### config.mk
export PLATFORM = sky130hd
export DESIGN_NAME = ccpu_unit
export DESIGN_NICKNAME = d
export VERILOG_FILES = /design/src/ccpu_pkg.sv /design/src/ccpu_unit.sv
export SDC_FILE = /design/constraint.sdc
export NUM_CORES = 1
export LEC_CHECK = 0
export BUFFER_PORTS_ARGS = -buffer_cell sky130_fd_sc_hd__buf_2
export CAP_MARGIN = 0
export CORE_MARGIN = 10
export CORE_UTILIZATION = 45
export CTS_CLUSTER_DIAMETER = 40
export DETAILED_ROUTE_END_ITERATION = 10
export GPL_TIMING_DRIVEN = 0
export HOLD_SLACK_MARGIN = 0.08
export PLACE_DENSITY = 0.72
export SYNTH_ARGS = -nofsm -noshare
export SYNTH_HDL_FRONTEND = slang
export SYNTH_SLANG_ARGS = --single-unit
### constraint.sdc
create_clock -name aclk -period 4.16 [get_ports aclk]
set_clock_uncertainty 0.05 [all_clocks]
set_input_delay 0.624 -clock aclk [delete_from_list [all_inputs] [get_ports aclk]]
set_output_delay 0.624 -clock aclk [all_outputs]
set_load 0.02 [all_outputs]
### src/ccpu_pkg.sv
`default_nettype none
package ccpu_pkg;
  // Bus geometry.
  localparam int AXI_AW = 8;
  localparam int AXI_DW = 32;
  localparam int AXI_SW = AXI_DW / 8;
  localparam int T1_W = 16;
  localparam int BYTE_W = 8;
  localparam int CTRL_W = 6;
  localparam int PRESC_W = 4;

  // Register byte offsets.
  localparam logic [AXI_AW-1:0] ADDR_CTRL = 8'h00;
  localparam logic [AXI_AW-1:0] ADDR_VAL_LOW = 8'h04;
  localparam logic [AXI_AW-1:0] ADDR_VAL_HIGH = 8'h08;
  localparam logic [AXI_AW-1:0] ADDR_STATUS = 8'h0C;
  localparam logic [AXI_AW-1:0] ADDR_PERIOD = 8'h10;

  // Bus responses.
  localparam logic [1:0] RESP_OKAY = 2'h0;
  localparam logic [1:0] RESP_SLVERR = 2'h2;

  // Field positions and fixed values.
  localparam int STAT_FLAG_BIT = 0;
  localparam int STAT_PIN_BIT = 1;
  localparam int STAT_PEND_BIT = 2;
  localparam logic [PRESC_W-1:0] PRESC_ZERO = 4'h0;
  localparam logic [PRESC_W-1:0] PRESC_LAST4 = 4'h3;
  localparam logic [PRESC_W-1:0] PRESC_LAST16 = 4'hF;
  localparam logic [1:0] PWM_SEL = 2'h3;
  localparam logic [BYTE_W-1:0] BYTE_ZERO = 8'h00;
  localparam logic [9:0] DUTY_ZERO = 10'h000;

  // Operating mode codes; every code with the top two bits set is PWM.
  typedef enum logic [3:0] {
    MODE_OFF = 4'b0000,
    MODE_CMP_TOGGLE = 4'b0010,
    MODE_CAP_FALL = 4'b0100,
    MODE_CAP_RISE = 4'b0101,
    MODE_CAP_RISE4 = 4'b0110,
    MODE_CAP_RISE16 = 4'b0111,
    MODE_CMP_SET = 4'b1000,
    MODE_CMP_CLEAR = 4'b1001,
    MODE_CMP_SWI = 4'b1010,
    MODE_CMP_TRIG = 4'b1011
  } ccpu_mode_e;

  // Module control register layout.
  typedef struct packed {
    logic [1:0] duty_low;
    logic [3:0] mode;
  } ccpu_ctrl_s;

  localparam ccpu_ctrl_s CTRL_RESET = 6'h00;
endpackage
`default_nettype wire

### src/ccpu_unit.sv
`default_nettype none
// Notes on behaviour
// - Pin event copies 16-bit timer one count.
// - Mode picks falling, rising, 4th, 16th rise.
// - Capture sets event flag; software alone clears.
// - Newer capture overwrites stored value.
// - Edge detector watches pin even when driven.
// - Mode change may falsely set flag.
// - Prescaler zero when off, not capture, reset.
// - Prescaler switch keeps count; clear control first.
// - Capture keeps working during sleep.
// - Compare matches 16-bit value, performs action.
// - Every compare match sets the event flag.
// - Software interrupt mode: flag only, pin released.
// - Special trigger resets timer, starts converter.
// - Trigger immediate; timer clear at next tick.
// - Trigger clear never sets overflow flag.
// - Value write before tick cancels clear.
// - Compare stops while system clock sleeps.
// - PWM output with ten-bit duty resolution.
// - Control zero turns off, releases pin.
// - High value byte read-only in PWM.
// - Period end clears timer two, sets pin unless duty is zero, latches duty.
// - Pin clears when time base equals duty.
module ccpu_unit (
  input wire logic aclk,
  input wire logic aresetn,
  input wire logic [ccpu_pkg::AXI_AW-1:0] s_axi_awaddr,
  input wire logic s_axi_awvalid,
  output logic s_axi_awready,
  input wire logic [ccpu_pkg::AXI_DW-1:0] s_axi_wdata,
  input wire logic [ccpu_pkg::AXI_SW-1:0] s_axi_wstrb,
  input wire logic s_axi_wvalid,
  output logic s_axi_wready,
  output logic [1:0] s_axi_bresp,
  output logic s_axi_bvalid,
  input wire logic s_axi_bready,
  input wire logic [ccpu_pkg::AXI_AW-1:0] s_axi_araddr,
  input wire logic s_axi_arvalid,
  output logic s_axi_arready,
  output logic [ccpu_pkg::AXI_DW-1:0] s_axi_rdata,
  output logic [1:0] s_axi_rresp,
  output logic s_axi_rvalid,
  input wire logic s_axi_rready,
  input wire logic [ccpu_pkg::T1_W-1:0] timer_one_count,
  input wire logic timer_one_tick,
  input wire logic [ccpu_pkg::BYTE_W-1:0] timer_two_count,
  input wire logic [1:0] time_base_low,
  input wire logic timer_two_inc,
  input wire logic sleep_active,
  input wire logic module_io_pin_in,
  output logic module_io_pin_out,
  output logic module_io_pin_oe,
  output logic module_event_flag,
  output logic special_trigger,
  output logic timer_one_clear,
  output logic timer_two_clear
);
  import ccpu_pkg::*;

  ccpu_ctrl_s ctrl_reg;
  logic [BYTE_W-1:0] val_low_reg;
  logic [BYTE_W-1:0] val_high_reg;
  logic [BYTE_W-1:0] period_reg;
  logic [1:0] duty_latch_reg;
  logic [PRESC_W-1:0] presc_reg;
  logic pin_meta_reg;
  logic pin_sync_reg;
  logic pin_prev_reg;
  logic match_prev_reg;
  logic pend_reg;
  logic flag_reg;
  logic pin_out_reg;
  logic pin_oe_reg;
  logic trig_reg;
  logic t1_clear_reg;
  logic t2_clear_reg;
  logic aw_got_reg;
  logic w_got_reg;
  logic awready_reg;
  logic wready_reg;
  logic bvalid_reg;
  logic [1:0] bresp_reg;
  logic arready_reg;
  logic rvalid_reg;
  logic [1:0] rresp_reg;
  logic [AXI_DW-1:0] rdata_reg;
  logic [AXI_AW-1:0] awaddr_reg;
  logic [AXI_DW-1:0] wdata_reg;
  logic wstrb0_reg;

  logic is_cap;
  logic is_cmp;
  logic is_pwm;
  logic drives_pin;
  logic pin_rise;
  logic pin_fall;
  logic cap_evt;
  logic match_now;
  logic cmp_hit;
  logic trig_hit;
  logic period_roll;
  logic duty_match;
  logic [9:0] duty_next;
  logic aw_take;
  logic w_take;
  logic ar_take;
  logic do_write;
  logic aw_got_next;
  logic w_got_next;
  logic rvalid_next;
  logic wr_en;
  logic wr_ctrl;
  logic wr_low;
  logic wr_high;
  logic wr_stat;
  logic wr_per;
  logic wr_ok;
  logic flag_clear;
  logic [AXI_DW-1:0] rd_word;
  logic rd_ok;

  // Mode decode; reserved codes fall to idle so the pin is never left driven.
  always_comb begin
    is_cap = 1'b0;
    is_cmp = 1'b0;
    is_pwm = ctrl_reg.mode[3:2] == PWM_SEL;
    unique case (ctrl_reg.mode)
      MODE_CAP_FALL, MODE_CAP_RISE, MODE_CAP_RISE4, MODE_CAP_RISE16: begin
        is_cap = 1'b1;
      end
      MODE_CMP_TOGGLE, MODE_CMP_SET, MODE_CMP_CLEAR, MODE_CMP_SWI, MODE_CMP_TRIG: begin
        is_cmp = 1'b1;
      end
      default: begin
        is_cap = 1'b0;
      end
    endcase
  end

  // Only pin-action compare modes and PWM own the pin.
  assign drives_pin = is_pwm || ctrl_reg.mode == MODE_CMP_TOGGLE
    || ctrl_reg.mode == MODE_CMP_SET || ctrl_reg.mode == MODE_CMP_CLEAR;

  // Pin synchroniser; the pin is read whatever its direction, so port writes can capture.
  always_ff @(posedge aclk) begin
    if (!aresetn) begin
      pin_meta_reg <= 1'b0;
      pin_sync_reg <= 1'b0;
      pin_prev_reg <= 1'b0;
    end else begin
      pin_meta_reg <= module_io_pin_in;
      pin_sync_reg <= pin_meta_reg;
      pin_prev_reg <= pin_sync_reg;
    end
  end

  assign pin_rise = pin_sync_reg && !pin_prev_reg;
  assign pin_fall = !pin_sync_reg && pin_prev_reg;

  // Capture event select. Capture runs on the bus clock and ignores sleep.
  always_comb begin
    cap_evt = 1'b0;
    unique case (ctrl_reg.mode)
      MODE_CAP_FALL: cap_evt = pin_fall;
      MODE_CAP_RISE: cap_evt = pin_rise;
      MODE_CAP_RISE4: cap_evt = pin_rise && presc_reg == PRESC_LAST4;
      MODE_CAP_RISE16: cap_evt = pin_rise && presc_reg == PRESC_LAST16;
      default: cap_evt = 1'b0;
    endcase
  end

  // Edge prescaler. Switching between capture codes keeps the count on purpose.
  always_ff @(posedge aclk) begin
    if (!aresetn || !is_cap) begin
      presc_reg <= PRESC_ZERO;
    end else if (cap_evt) begin
      presc_reg <= PRESC_ZERO;
    end else if (pin_rise) begin
      presc_reg <= presc_reg + 1'b1;
    end
  end

  // Compare acts once per match entry; a held match would otherwise retrigger.
  assign match_now = is_cmp && !sleep_active
    && timer_one_count == {val_high_reg, val_low_reg};
  assign cmp_hit = match_now && !match_prev_reg;
  assign trig_hit = cmp_hit && ctrl_reg.mode == MODE_CMP_TRIG;

  always_ff @(posedge aclk) begin
    if (!aresetn) begin
      match_prev_reg <= 1'b0;
    end else begin
      match_prev_reg <= match_now;
    end
  end

  // PWM period end and duty match.
  assign period_roll = is_pwm && timer_two_inc && timer_two_count == period_reg;
  assign duty_next = {val_low_reg, ctrl_reg.duty_low};
  assign duty_match = is_pwm
    && {timer_two_count, time_base_low} == {val_high_reg, duty_latch_reg};

  // Event flag: hardware set wins over a software clear in the same cycle.
  always_ff @(posedge aclk) begin
    if (!aresetn) begin
      flag_reg <= 1'b0;
    end else if (cap_evt || cmp_hit) begin
      flag_reg <= 1'b1;
    end else if (flag_clear) begin
      flag_reg <= 1'b0;
    end
  end

  // Pin driver and its enable.
  always_ff @(posedge aclk) begin
    if (!aresetn) begin
      pin_out_reg <= 1'b0;
      pin_oe_reg <= 1'b0;
    end else begin
      pin_oe_reg <= drives_pin;
      if (cmp_hit) begin
        unique case (ctrl_reg.mode)
          MODE_CMP_TOGGLE: pin_out_reg <= !pin_out_reg;
          MODE_CMP_SET: pin_out_reg <= 1'b1;
          MODE_CMP_CLEAR: pin_out_reg <= 1'b0;
          default: pin_out_reg <= pin_out_reg;
        endcase
      end else if (period_roll) begin
        pin_out_reg <= duty_next != DUTY_ZERO;
      end else if (duty_match) begin
        pin_out_reg <= 1'b0;
      end
    end
  end

  // Special trigger and the deferred timer one clear. The clear is its own
  // strobe, separate from any overflow path, so it never sets that flag.
  always_ff @(posedge aclk) begin
    if (!aresetn) begin
      trig_reg <= 1'b0;
      pend_reg <= 1'b0;
      t1_clear_reg <= 1'b0;
    end else begin
      trig_reg <= trig_hit;
      t1_clear_reg <= pend_reg && timer_one_tick && !(wr_low || wr_high);
      if (trig_hit) begin
        pend_reg <= 1'b1;
      end else if (timer_one_tick || wr_low || wr_high || !is_cmp) begin
        pend_reg <= 1'b0;
      end
    end
  end

  // Timer two clear and duty low-bit latch at the period end.
  always_ff @(posedge aclk) begin
    if (!aresetn) begin
      t2_clear_reg <= 1'b0;
      duty_latch_reg <= 2'h0;
    end else begin
      t2_clear_reg <= period_roll;
      if (period_roll) begin
        duty_latch_reg <= ctrl_reg.duty_low;
      end
    end
  end

  // Value pair. Capture beats a bus write landing in the same cycle.
  always_ff @(posedge aclk) begin
    if (!aresetn) begin
      val_low_reg <= BYTE_ZERO;
      val_high_reg <= BYTE_ZERO;
    end else begin
      if (cap_evt) begin
        val_low_reg <= timer_one_count[BYTE_W-1:0];
      end else if (wr_low) begin
        val_low_reg <= wdata_reg[BYTE_W-1:0];
      end
      if (cap_evt) begin
        val_high_reg <= timer_one_count[T1_W-1:BYTE_W];
      end else if (period_roll) begin
        val_high_reg <= val_low_reg;
      end else if (wr_high && !is_pwm) begin
        val_high_reg <= wdata_reg[BYTE_W-1:0];
      end
    end
  end

  // Control and period registers.
  always_ff @(posedge aclk) begin
    if (!aresetn) begin
      ctrl_reg <= CTRL_RESET;
      period_reg <= BYTE_ZERO;
    end else begin
      if (wr_ctrl) begin
        ctrl_reg <= ccpu_ctrl_s'(wdata_reg[CTRL_W-1:0]);
      end
      if (wr_per) begin
        period_reg <= wdata_reg[BYTE_W-1:0];
      end
    end
  end

  // Write path: address and data are held separately, so either may come first.
  assign aw_take = s_axi_awvalid && awready_reg;
  assign w_take = s_axi_wvalid && wready_reg;
  assign do_write = aw_got_reg && w_got_reg && !bvalid_reg;
  assign aw_got_next = do_write ? 1'b0 : (aw_got_reg || aw_take);
  assign w_got_next = do_write ? 1'b0 : (w_got_reg || w_take);
  assign wr_en = do_write && wstrb0_reg;
  assign wr_ctrl = wr_en && awaddr_reg == ADDR_CTRL;
  assign wr_low = wr_en && awaddr_reg == ADDR_VAL_LOW;
  assign wr_high = wr_en && awaddr_reg == ADDR_VAL_HIGH;
  assign wr_stat = wr_en && awaddr_reg == ADDR_STATUS;
  assign wr_per = wr_en && awaddr_reg == ADDR_PERIOD;
  assign flag_clear = wr_stat && wdata_reg[STAT_FLAG_BIT];
  assign wr_ok = awaddr_reg == ADDR_CTRL || awaddr_reg == ADDR_VAL_LOW
    || awaddr_reg == ADDR_VAL_HIGH || awaddr_reg == ADDR_STATUS
    || awaddr_reg == ADDR_PERIOD;

  always_ff @(posedge aclk) begin
    if (!aresetn) begin
      aw_got_reg <= 1'b0;
      w_got_reg <= 1'b0;
      awready_reg <= 1'b0;
      wready_reg <= 1'b0;
      bvalid_reg <= 1'b0;
      bresp_reg <= RESP_OKAY;
      awaddr_reg <= ADDR_CTRL;
      wdata_reg <= 32'h0000_0000;
      wstrb0_reg <= 1'b0;
    end else begin
      aw_got_reg <= aw_got_next;
      w_got_reg <= w_got_next;
      awready_reg <= !aw_got_next;
      wready_reg <= !w_got_next;
      if (aw_take) begin
        awaddr_reg <= s_axi_awaddr;
      end
      if (w_take) begin
        wdata_reg <= s_axi_wdata;
        wstrb0_reg <= s_axi_wstrb[0];
      end
      if (do_write) begin
        bvalid_reg <= 1'b1;
        bresp_reg <= wr_ok ? RESP_OKAY : RESP_SLVERR;
      end else if (s_axi_bready) begin
        bvalid_reg <= 1'b0;
      end
    end
  end

  // Read mux; unmapped offsets answer zero with an error response.
  always_comb begin
    rd_word = 32'h0000_0000;
    rd_ok = 1'b1;
    unique case (s_axi_araddr)
      ADDR_CTRL: rd_word = AXI_DW'(ctrl_reg);
      ADDR_VAL_LOW: rd_word = AXI_DW'(val_low_reg);
      ADDR_VAL_HIGH: rd_word = AXI_DW'(val_high_reg);
      ADDR_STATUS: begin
        rd_word[STAT_FLAG_BIT] = flag_reg;
        rd_word[STAT_PIN_BIT] = pin_sync_reg;
        rd_word[STAT_PEND_BIT] = pend_reg;
      end
      ADDR_PERIOD: rd_word = AXI_DW'(period_reg);
      default: rd_ok = 1'b0;
    endcase
  end

  assign ar_take = s_axi_arvalid && arready_reg;
  assign rvalid_next = ar_take || (rvalid_reg && !s_axi_rready);

  always_ff @(posedge aclk) begin
    if (!aresetn) begin
      arready_reg <= 1'b0;
      rvalid_reg <= 1'b0;
      rresp_reg <= RESP_OKAY;
      rdata_reg <= 32'h0000_0000;
    end else begin
      arready_reg <= !rvalid_next;
      rvalid_reg <= rvalid_next;
      if (ar_take) begin
        rdata_reg <= rd_word;
        rresp_reg <= rd_ok ? RESP_OKAY : RESP_SLVERR;
      end
    end
  end

  assign s_axi_awready = awready_reg;
  assign s_axi_wready = wready_reg;
  assign s_axi_bvalid = bvalid_reg;
  assign s_axi_bresp = bresp_reg;
  assign s_axi_arready = arready_reg;
  assign s_axi_rvalid = rvalid_reg;
  assign s_axi_rresp = rresp_reg;
  assign s_axi_rdata = rdata_reg;
  assign module_io_pin_out = pin_out_reg;
  assign module_io_pin_oe = pin_oe_reg;
  assign module_event_flag = flag_reg;
  assign special_trigger = trig_reg;
  assign timer_one_clear = t1_clear_reg;
  assign timer_two_clear = t2_clear_reg;

  // Checks on the behaviour above.
  property p_cap_value;
    @(posedge aclk) disable iff (!aresetn)
    cap_evt |=> {val_high_reg, val_low_reg} == $past(timer_one_count);
  endproperty
  a_cap_value: assert property (p_cap_value) else $error("capture value wrong");

  property p_flag_set;
    @(posedge aclk) disable iff (!aresetn)
    (cap_evt || cmp_hit) |=> module_event_flag;
  endproperty
  a_flag_set: assert property (p_flag_set) else $error("event flag not set");

  property p_flag_hold;
    @(posedge aclk) disable iff (!aresetn)
    (module_event_flag && !flag_clear) |=> module_event_flag;
  endproperty
  a_flag_hold: assert property (p_flag_hold) else $error("event flag lost");

  property p_presc_zero;
    @(posedge aclk) disable iff (!aresetn)
    !is_cap |=> presc_reg == PRESC_ZERO;
  endproperty
  a_presc_zero: assert property (p_presc_zero) else $error("prescaler not cleared");

  property p_trig;
    @(posedge aclk) disable iff (!aresetn)
    trig_hit |=> special_trigger ##1 !special_trigger;
  endproperty
  a_trig: assert property (p_trig) else $error("special trigger wrong");

  property p_t1_clear;
    @(posedge aclk) disable iff (!aresetn)
    timer_one_clear |-> $past(pend_reg) && $past(timer_one_tick) && !$past(wr_low);
  endproperty
  a_t1_clear: assert property (p_t1_clear) else $error("timer one clear unexpected");

  property p_released;
    @(posedge aclk) disable iff (!aresetn)
    (ctrl_reg.mode == MODE_OFF || ctrl_reg.mode == MODE_CMP_SWI) [*2] |-> !module_io_pin_oe;
  endproperty
  a_released: assert property (p_released) else $error("pin driven while released");

  property p_pwm_ro;
    @(posedge aclk) disable iff (!aresetn)
    (wr_high && is_pwm && !cap_evt && !period_roll) |=> $stable(val_high_reg);
  endproperty
  a_pwm_ro: assert property (p_pwm_ro) else $error("duty buffer written");

  property p_roll;
    @(posedge aclk) disable iff (!aresetn)
    period_roll |=> timer_two_clear && duty_latch_reg == $past(ctrl_reg.duty_low)
      && module_io_pin_out == ($past(duty_next) != DUTY_ZERO);
  endproperty
  a_roll: assert property (p_roll) else $error("period end wrong");

  property p_duty_clr;
    @(posedge aclk) disable iff (!aresetn)
    (duty_match && !period_roll) |=> !module_io_pin_out;
  endproperty
  a_duty_clr: assert property (p_duty_clr) else $error("pin not cleared at duty");
endmodule // ccpu_unit
`default_nettype wire

==> flow_summary.yaml, run 1 <==
placed_design:
  place_area_um2: 4940
  numPortBuffers: 80
  globalplace.congestion: 0.913
  hpwl_mm: 10.3
cts:
  clock_latency_ps: 360
  cts-resized-gates: 0
  clockBufferDepth: 2
  cts-root-buf: "clkbuf_8"
  cts.sinks: 81
  postCtsHoldBufs: 0
  cts_inserted_buffers: 9
  cts_setup_buffers: 0
  tritoncts: "done"
  cts_htree_levels: 3
  clkTransAtPathRegs_ps: 90
route:
  drt-vias-per-instance: 5.40
  drtIter0Drc: 385
  wl_per_cell_um: 18.0
  dr.pass1.iters: 5
  routed_wl_mm: 13.4
  ant_nets: 0
  drcViolationCount: 0
  route.vias.total: 4022
cells_and_area:
  fin_area_um2: 5160
  antenna_cells: 0
  nets: 702
  drive_gt1_frac: 0.239
  syn2layout_area_growth_pct: 20.3
  final_util: 0.559
  nFillCells: 875
global_routing:
  grt_usage: 0.187
  global_route.usage.met3: 0.0499
  grt_antenna_before_repair: 0
  grt_pass1_wl_mm: 21.3
  use_met1: 0.250
  grt-busiest-layer: "met2"
  grt_overflow_total: 0
  grt_pass1_vias: 3930
  grt_util_met2: 0.283
  grt_max_degree: 14
yosys:
  synth_edf_count: 0
  netlist.area_leader.share: 0.378
  async_reset_ff_frac: 0
  synth-seq-area-share: 0.378
  synth_commonest_cells: "dfxtp_1, nand2_1, a21oi_1"
  ys_ff_latch: 81
  syn_inst: 496
  ys_types: 53
  synth.most_common_cell: "dfxtp_1"
  yosysWarnings: 0
  synth_area_leaders: "dfxtp_1, a21oi_1, mux2i_1, buf_4, xnor2_1"
  synth_flop_cell: "dfxtp_1"
  yosysTopAreaCell: "dfxtp_1"
  synth_area_um2: 4290
  syn_avg_cell_area_um2: 8.65
worst_setup_path:
  worstSetupPathType: "flip-flop to flip-flop"
  critPathRequiredTime_ps: 4410
  start_kind: "flip-flop"
  startpoint: "ctrl_reg[2]$_SDFFE_PN0P_"
  end_kind: "flip-flop"
  worst_r2r_path_depth: 6
  path_max_fanout: 10
  reg2reg_from: "ctrl_reg[2]$_SDFFE_PN0P_"
  r2r-end: "val_high_reg[7]$_SDFFE_PN0P_"
  worstPathArrival_ps: 2560
  r2r_slack_ps: 1850
timing:
  slew_violations: 0
  final_hold_viol_count: 0
  setup_tns_ps: 0
  setup_viol: 0
  fin_crit_sh: 0.554
  holdWs_ps: 403
  rsz0062_at_grt: "false"
  fmax_mhz: 434
  max_slew.worst_pin.slew_ps: 985
  relSlewSlack: 0.337
  post-route-min-period_ps: 2310
pwr:
  max-vdd-ir-drop_mv: 0.159
  p_per_area_nw_per_um2: 320
  power_leakage_nw: 2.08
hold_path:
  worstHoldStart: "pin_meta_reg$_SDFF_PN0_"
  worst_hold_path.endpoint: "pin_sync_reg$_SDFF_PN0_"
  hold_path_class: "flip-flop to flip-flop"
  whs_path_depth: 1
die:
  core_area_um2: 9240
  ios: 136
  die_width_um: 118
  die_area_um2: 13800
  start_util: 0.464
  die_h_um: 118
  core.rowCount: 35
run:
  cap_violations: 0
run_status:
  outcome: "finished clean"
## worst max path at each step
stage                                         endpoint  slack (ps)  cells after the start
final                     val_high_reg[7]$_SDFFE_PN0P_        1850                      6
after global routing      val_high_reg[0]$_SDFFE_PN0P_        1710                      6
after CTS                 val_high_reg[7]$_SDFFE_PN0P_        1860                      6
after detailed placement   s_axi_rdata[5]$_SDFFE_PN0P_        1580                      5
after global placement     s_axi_rdata[4]$_SDFFE_PN0P_        1650                      5
after floorplan            s_axi_rdata[6]$_SDFFE_PN0P_        1940                      5
## power breakdown
part	leakage (nW)	internal, mW	switching, mW
logic	1.31	0.0780	0.117
registers	0.657	0.792	0.0182
clock network	0.113	0.351	0.295
## through the flow
stage,instances,setup slack [ps],total power [mW]
floorplan,521,1940,0.948
global placement,730,1650,1.02
detailed placement,730,1580,1.02
CTS,745,1860,1.66
global route,745,1710,1.72
finish,745,1850,1.65
## layout by cell type, fill, tap and decap left out, types with 8 or more instances in the layout
master / Yosys / routed
clkbuf_1: 21 / 21
a21oi_1: 46 / 46
a31oi_1: 12 / 12
nand4_1: 8 / 8
conb_1: 1 / 26
nand2_1: 49 / 49
dfxtp_1: 81 / 81
nor2_1: 27 / 27
buf_2: 0 / 80
nor4_1: 15 / 15
mux2i_1: 23 / 23
nor3_1: 9 / 9
buf_4: 27 / 27
xor2_1: 15 / 15
o21ai_0: 30 / 30
a32o_1: 10 / 10
and2_1: 10 / 10
clkbuf_8: 0 / 10
xnor2_1: 23 / 23
nand3_1: 18 / 18
## layer usage
metal  vias up  part of all wire
li1       1962                 -
met1      1862              0.45
met2       178              0.44
met3        20             0.089
met4         0             0.018
met5         -                 0
## area by class of cell
type / instances / area, µm² / share of cell area
flip-flops and latches: 81 / 1620 / 0.314
clock buffers: 10 / 138 / 0.0267
repair buffers: 80 / 400 / 0.0776
inverters: 5 / 18.8 / 0.00364
clock inverters: 5 / 78.8 / 0.0153
plain buffers: 52 / 320 / 0.0621
well taps: 129 / 161 / 0.0313
multi-input cells: 383 / 2420 / 0.469
## cells by family (layout without fill, tap and decap cells)
kind of cell,count (synthesis),in the layout,synth area share
buffers and inverters,57,152,0.0791
multiplexers,28,28,0.0668
adder cells (fa/ha/maj),2,2,0.00525
XOR/XNOR,38,38,0.0776
AO/OA/AOI/OAI,114,114,0.165
AND/OR/NAND/NOR,175,175,0.228
flip-flops,81,81,0.378
other,1,26,0.000874
## critical path: stages, from the launching register on
cell and delay (ps):
dfxtp_1 330, clkbuf_1 350, and4_1 250, clkbuf_1 350
nand3_1 280, a31oi_4 410, a32o_1 230
Power figures use the tool's default switching activity.
==> run 2: changes to the inputs <==
- PLACE_DENSITY: 0.72 -> 0.75
- clock period: 4.16 -> 1.9 ns (I/O delays scaled with it)
==> run 2 against run 1 <==
Net effect:
- the run now ends with negative setup slack left
- first-iteration DRC count shrank 13%
- combinational power grew 130%
- register-to-register slack got worse by 1900 ps
- sequential power grew 120%
- worst hold slack worse by 300 ps
- count of clock-buffer cells in the layout shrank 1
- core utilization rose by 2.9 points
- non-clock buffer count rose by 11
- power is 120% higher
- die area did not move
- critical path depth unchanged
- largest power group unchanged
- highest routed layer unchanged
==> flow_summary.yaml, run 2 (synthesis gave the netlist of run 1 again) <==
route:
  dr.pass1.iters: 5
  wl_per_cell_um: 18.7
  route.vias.total: 4211
  drcViolationCount: 0
  routed_wl_mm: 14.2
  drtIter0Drc: 335
  drt-vias-per-instance: 5.56
  ant_nets: 0
cells_and_area:
  syn2layout_area_growth_pct: 26.7
  layout.cells.most_common: "buf_2"
  mostFrequentLayoutCells: "buf_2, dfxtp_1, nand2_1, a21oi_1, buf_4"
  drive_gt1_frac: 0.318
  nets: 713
  antenna_cells: 0
worst_setup_path:
  worst_r2r_path_depth: 6
  worstPathArrival_ps: 2230
  end_kind: "flip-flop"
  r2r-end: "val_high_reg[1]$_SDFFE_PN0P_"
  reg2reg_from: "pin_sync_reg$_SDFF_PN0_"
  critPathRequiredTime_ps: 2160
  worstSetupPathType: "flip-flop to flip-flop"
  path_max_fanout: 8
  start_kind: "flip-flop"
  r2r_slack_ps: -80
die:
  start_util: 0.464
  die_h_um: 118
  die_width_um: 118
  core.rowCount: 35
  die_area_um2: 13800
  ios: 136
  core_area_um2: 9240
hold_path:
  worst_hold_path.endpoint: "timer_one_clear$_SDFF_PN0_"
  worstHoldStart: "timer_one_tick"
  whs_path_depth: 2
  hold_path_class: "input pin to flip-flop"
pwr:
  seq_power_share: 0.481
  swShare: 0.275
  p_clk_frac: 0.397
  combinationalPowerShare: 0.122
  p_per_area_nw_per_um2: 678
  max-vdd-ir-drop_mv: 0.400
  switchingPower_mw: 1.01
  total_power_mw: 3.68
  power_leakage_nw: 2.20
  internal-power_mw: 2.67
timing:
  fin_crit_sh: 1.04
  slew_violations: 0
  post-route-min-period_ps: 1980
  fmax_mhz: 505
  final_hold_viol_count: 0
  rsz0062_at_grt: "true"
  setup_viol: 24
  max_slew.worst_pin.slew_ps: 748
  fin_ws_ps: -78.3
  holdWs_ps: 107
  relSlewSlack: 0.502
run_status:
  outcome: "finished with violations"
  violations: "negative setup slack"
placed_design:
  numPortBuffers: 80
  hpwl_mm: 10.5
  globalplace.congestion: 0.947
global_routing:
  grt-busiest-layer: "met2"
  grt_max_degree: 16
  grt_antenna_before_repair: 0
  use_met1: 0.246
  grt_pass1_vias: 4165
  grt_overflow_total: 0
  grt_util_met2: 0.309
  global_route.usage.met3: 0.0523
  grt_usage: 0.195
  grt_pass1_wl_mm: 22.1
cts:
  tritoncts: "done"
  cts_inserted_buffers: 9
  clockBufferDepth: 2
  cts-root-buf: "clkbuf_8"
  clock_latency_ps: 360
  cts.sinks: 81
  clkTransAtPathRegs_ps: 90
  cts_htree_levels: 3
run:
  cap_violations: 0
-- run 2: cell count changes in the layout (fill, tap and decap cells not counted), sizes merged --
| cell | previous run | this run |
|---|---|---|
| clkinv | 2 | 3 |
| clkbuf | 32 | 25 |
| inv | 6 | 7 |
| dlygate4sd3 | 0 | 1 |
| buf | 110 | 126 |
-- run 2: area by class of cell --
class	instances	area [µm²]
fill	835	3810
inverter	5	18.8
clock buffer	9	124
buffer	45	298
tap	129	161
sequential	81	1650
timing repair buffer	98	558
clock inverter	7	103
multi-input combinational	383	2520
-- run 2: metrics by stage --
step | utilization | TNS, ps | cells | instance area (µm²) | setup slack (ps)
after floorplan | - | 0 | 521 | 4390 | 1.69
after global placement | 0.536 | -7670 | 730 | 4950 | -325
after detailed placement | 0.536 | -9000 | 730 | 4950 | -381
after CTS | 0.574 | -1010 | 751 | 5310 | -87.9
after global routing | 0.588 | -3510 | 757 | 5430 | -151
final | 0.588 | -1140 | 757 | 5430 | -78.3
-- run 2: metal layers --
| layer | share of wire | vias up |
|---|---|---|
| li1 | - | 1996 |
| met1 | 0.43 | 1966 |
| met2 | 0.45 | 217 |
| met3 | 0.086 | 32 |
| met4 | 0.027 | 0 |
| met5 | 0 | - |
-- run 2: what timing repair did --
item,CTS,global route
resized for setup,23,31
pin swaps,16,15
endpoints found under the setup margin,34,44
hold endpoints to repair,1,0
hold buffers,1,0
buffers inserted,11,6
-- run 2: worst max-delay path by stage --
| stage | slack [ps] | depth (start not counted) | startpoint | end |
|---|---|---|---|---|
| after floorplan | 2 | 7 | ctrl_reg[0]$_SDFFE_PN0P_ | val_high_reg[7]$_SDFFE_PN0P_ |
| after global placement | -320 | 5 | s_axi_araddr[0] | s_axi_rdata[4]$_SDFFE_PN0P_ |
| after detailed placement | -380 | 5 | s_axi_araddr[0] | s_axi_rdata[5]$_SDFFE_PN0P_ |
| after CTS | -90 | 5 | awaddr_reg[1]$_SDFFE_PN0P_ | val_high_reg[1]$_SDFFE_PN0P_ |
| after global routing | -150 | 7 | awaddr_reg[1]$_SDFFE_PN0P_ | val_low_reg[2]$_SDFFE_PN0P_ |
| final | -80 | 6 | pin_sync_reg$_SDFF_PN0_ | val_high_reg[1]$_SDFFE_PN0P_ |
-- run 2: power groups by stage --
stage          registers (mW)  clock network [mW]  logic, mW
3_5_place_dp             1.81                   0      0.422
5_1_grt                  1.78                1.55      0.490
6_report                 1.77                1.46      0.449
2_1_floorplan            1.82                   0      0.260
3_3_place_gp             1.81                   0      0.413
4_1_cts                  1.77                1.47      0.432
-- run 2: worst max-delay path: stages, from the launching register on --
cell	delay, ps
dfxtp_4	360
or3b_1	360
a21o_1	190
a21bo_4	260
buf_6	140
a31oi_4	330
a32o_1	230
==> run 3: changes to the inputs <==
- PLACE_DENSITY: 0.75 -> 0.72
- SETUP_SLACK_MARGIN: unset -> 0.5
- clock period: 1.9 -> 2 ns (I/O delays scaled with it)
==> run 3 against run 2 <==
Net effect:
- non-clock buffer count increased by 9
- first-iteration DRC count decreased by 15%
- critical endpoint is now val_high_reg[3]$_SDFFE_PN0P_
- the flow still finishes with violations (negative setup slack)
- global-route usage decreased by 0.65 points
- highest routed layer unchanged
- critical path type unchanged
- wire length decreased by 1.9%
- combinational power about the same
- via count decreased by 1.3%
==> flow_summary.yaml, run 3 (synthesis gave the netlist of run 1 again) <==
hold_path:
  worst_hold_path.endpoint: "pin_meta_reg$_SDFF_PN0_"
  whs_path_depth: 2
  worstHoldStart: "module_io_pin_in"
  hold_path_class: "input pin to flip-flop"
die:
  start_util: 0.464
  core_area_um2: 9240
  die_width_um: 118
  core.rowCount: 35
  ios: 136
  die_h_um: 118
  die_area_um2: 13800
cts:
  clkTransAtPathRegs_ps: 90
  cts-root-buf: "clkbuf_8"
  clock_latency_ps: 360
  clockBufferDepth: 2
  tritoncts: "done"
  postCtsHoldBufs: 0
  cts_htree_levels: 3
  cts_inserted_buffers: 9
  cts.sinks: 81
timing:
  relSlewSlack: 0.560
  rsz0062_at_grt: "true"
  max_slew.worst_pin.slew_ps: 659
  fmax_mhz: 494
  final_hold_viol_count: 0
  setup_viol: 3
  fin_ws_ps: -22.9
  setup_tns_ps: -34.5
  fin_crit_sh: 1.01
  post-route-min-period_ps: 2020
  slew_violations: 0
  holdWs_ps: 90.1
worst_setup_path:
  worstSetupPathType: "flip-flop to flip-flop"
  slowest_delay_ps: 350
  worst_r2r_path_depth: 7
  end_kind: "flip-flop"
  reg2reg_from: "ctrl_reg[0]$_SDFFE_PN0P_"
  r2r_slack_ps: -20
  worstPathArrival_ps: 2280
  r2r-end: "val_high_reg[3]$_SDFFE_PN0P_"
  path_max_fanout: 10
  critPathTopFamily: "compound AO/OA/AOI/OAI gates"
  critPathRequiredTime_ps: 2250
  crit_slowest_cell: "or3b_1"
  crit_chain: "buf_6, or3b_1, a21o_1, a21bo_4, buf_4, a31oi_4, a32o_1"
  path_buf_inv: 2
  start_kind: "flip-flop"
run_status:
  outcome: "finished with violations"
  violations: "negative setup slack"
global_routing:
  grt_antenna_before_repair: 0
  use_met1: 0.228
  grt_util_met2: 0.311
  grt-busiest-layer: "met2"
  grt_pass1_wl_mm: 21.4
  global_route.usage.met3: 0.0561
  grt_max_degree: 15
  grt_overflow_total: 0
  grt_usage: 0.188
  grt_pass1_vias: 4160
route:
  drcViolationCount: 0
  wl_per_cell_um: 18.2
  ant_nets: 0
  dr.pass1.iters: 5
  drtIter0Drc: 286
  route.vias.total: 4158
  routed_wl_mm: 13.9
  drt-vias-per-instance: 5.43
cells_and_area:
  regArea_um2: 1640
  nFillCells: 778
  multi_input_area_um2: 2710
  final_util: 0.626
  drive_gt1_frac: 0.367
  nets: 722
  layout.cells.non_filler: 766
  fin_area_um2: 5790
  layout.cells.most_common: "buf_2"
  mostFrequentLayoutCells: "buf_2, dfxtp_1, nand2_1, buf_4, a21oi_1"
  syn2layout_area_growth_pct: 34.9
  antenna_cells: 0
pwr:
  total_power_mw: 3.60
  max-vdd-ir-drop_mv: 0.445
  power_leakage_nw: 2.34
  p_per_area_nw_per_um2: 623
placed_design:
  numPortBuffers: 80
  hpwl_mm: 10.2
  post-place-ws_ps: -276
  dp_cells: 730
  globalplace.congestion: 0.912
  place_area_um2: 5000
run:
  cap_violations: 0
## run 3: cell count changes in the layout (fill, tap and decap cells not counted), moves of 3 or more
| cell | delta |
|---|---|
| a21oi_1 | -3 |
| a21oi_2 | +3 |
| a221oi_1 | -3 |
| a221oi_2 | +3 |
| buf_6 | +9 |
| nor2_1 | -4 |
| nor2_4 | +4 |
| xnor2_1 | -7 |
| xnor2_2 | +7 |
## run 3: worst max-delay path by stage
stage | from | end | slack, ps | depth (start not counted)
floorplan | s_axi_araddr[0] | s_axi_rdata[6]$_SDFFE_PN0P_ | 110 | 5
global placement | s_axi_araddr[0] | s_axi_rdata[5]$_SDFFE_PN0P_ | -230 | 5
detailed placement | s_axi_araddr[0] | s_axi_rdata[4]$_SDFFE_PN0P_ | -280 | 5
CTS | awaddr_reg[7]$_SDFFE_PN0P_ | val_high_reg[3]$_SDFFE_PN0P_ | -5 | 6
global route | awaddr_reg[7]$_SDFFE_PN0P_ | val_low_reg[5]$_SDFFE_PN0P_ | -110 | 7
finish | ctrl_reg[0]$_SDFFE_PN0P_ | val_high_reg[3]$_SDFFE_PN0P_ | -20 | 7
## run 3: metal layers
metal | vias to the layer above | part of all wire
met3 | 25 | 0.094
li1 | 2008 | -
met2 | 214 | 0.47
met5 | - | 0
met1 | 1911 | 0.42
met4 | 0 | 0.021
## run 3: where the power goes
group / internal (mW) / total (mW) / switching [mW]
clock: 0.829 / 1.47 / 0.638
sequential: 1.65 / 1.69 / 0.0395
combinational: 0.186 / 0.452 / 0.266
## run 3: repair_timing
item	4_1_cts	5_1_grt
pin swaps	7	25
gates resized for setup	39	51
gates cloned	1	0
endpoints found under the setup margin	48	50
setup buffers	8	11
## run 3: cell type report
class,instances,area share
sequential,81,0.284
clock inverter,7,0.0205
inverter,5,0.00324
buffer,52,0.0649
multi-input combinational,383,0.468
clock buffer,9,0.0214
tap,129,0.0279
timing repair buffer,100,0.110
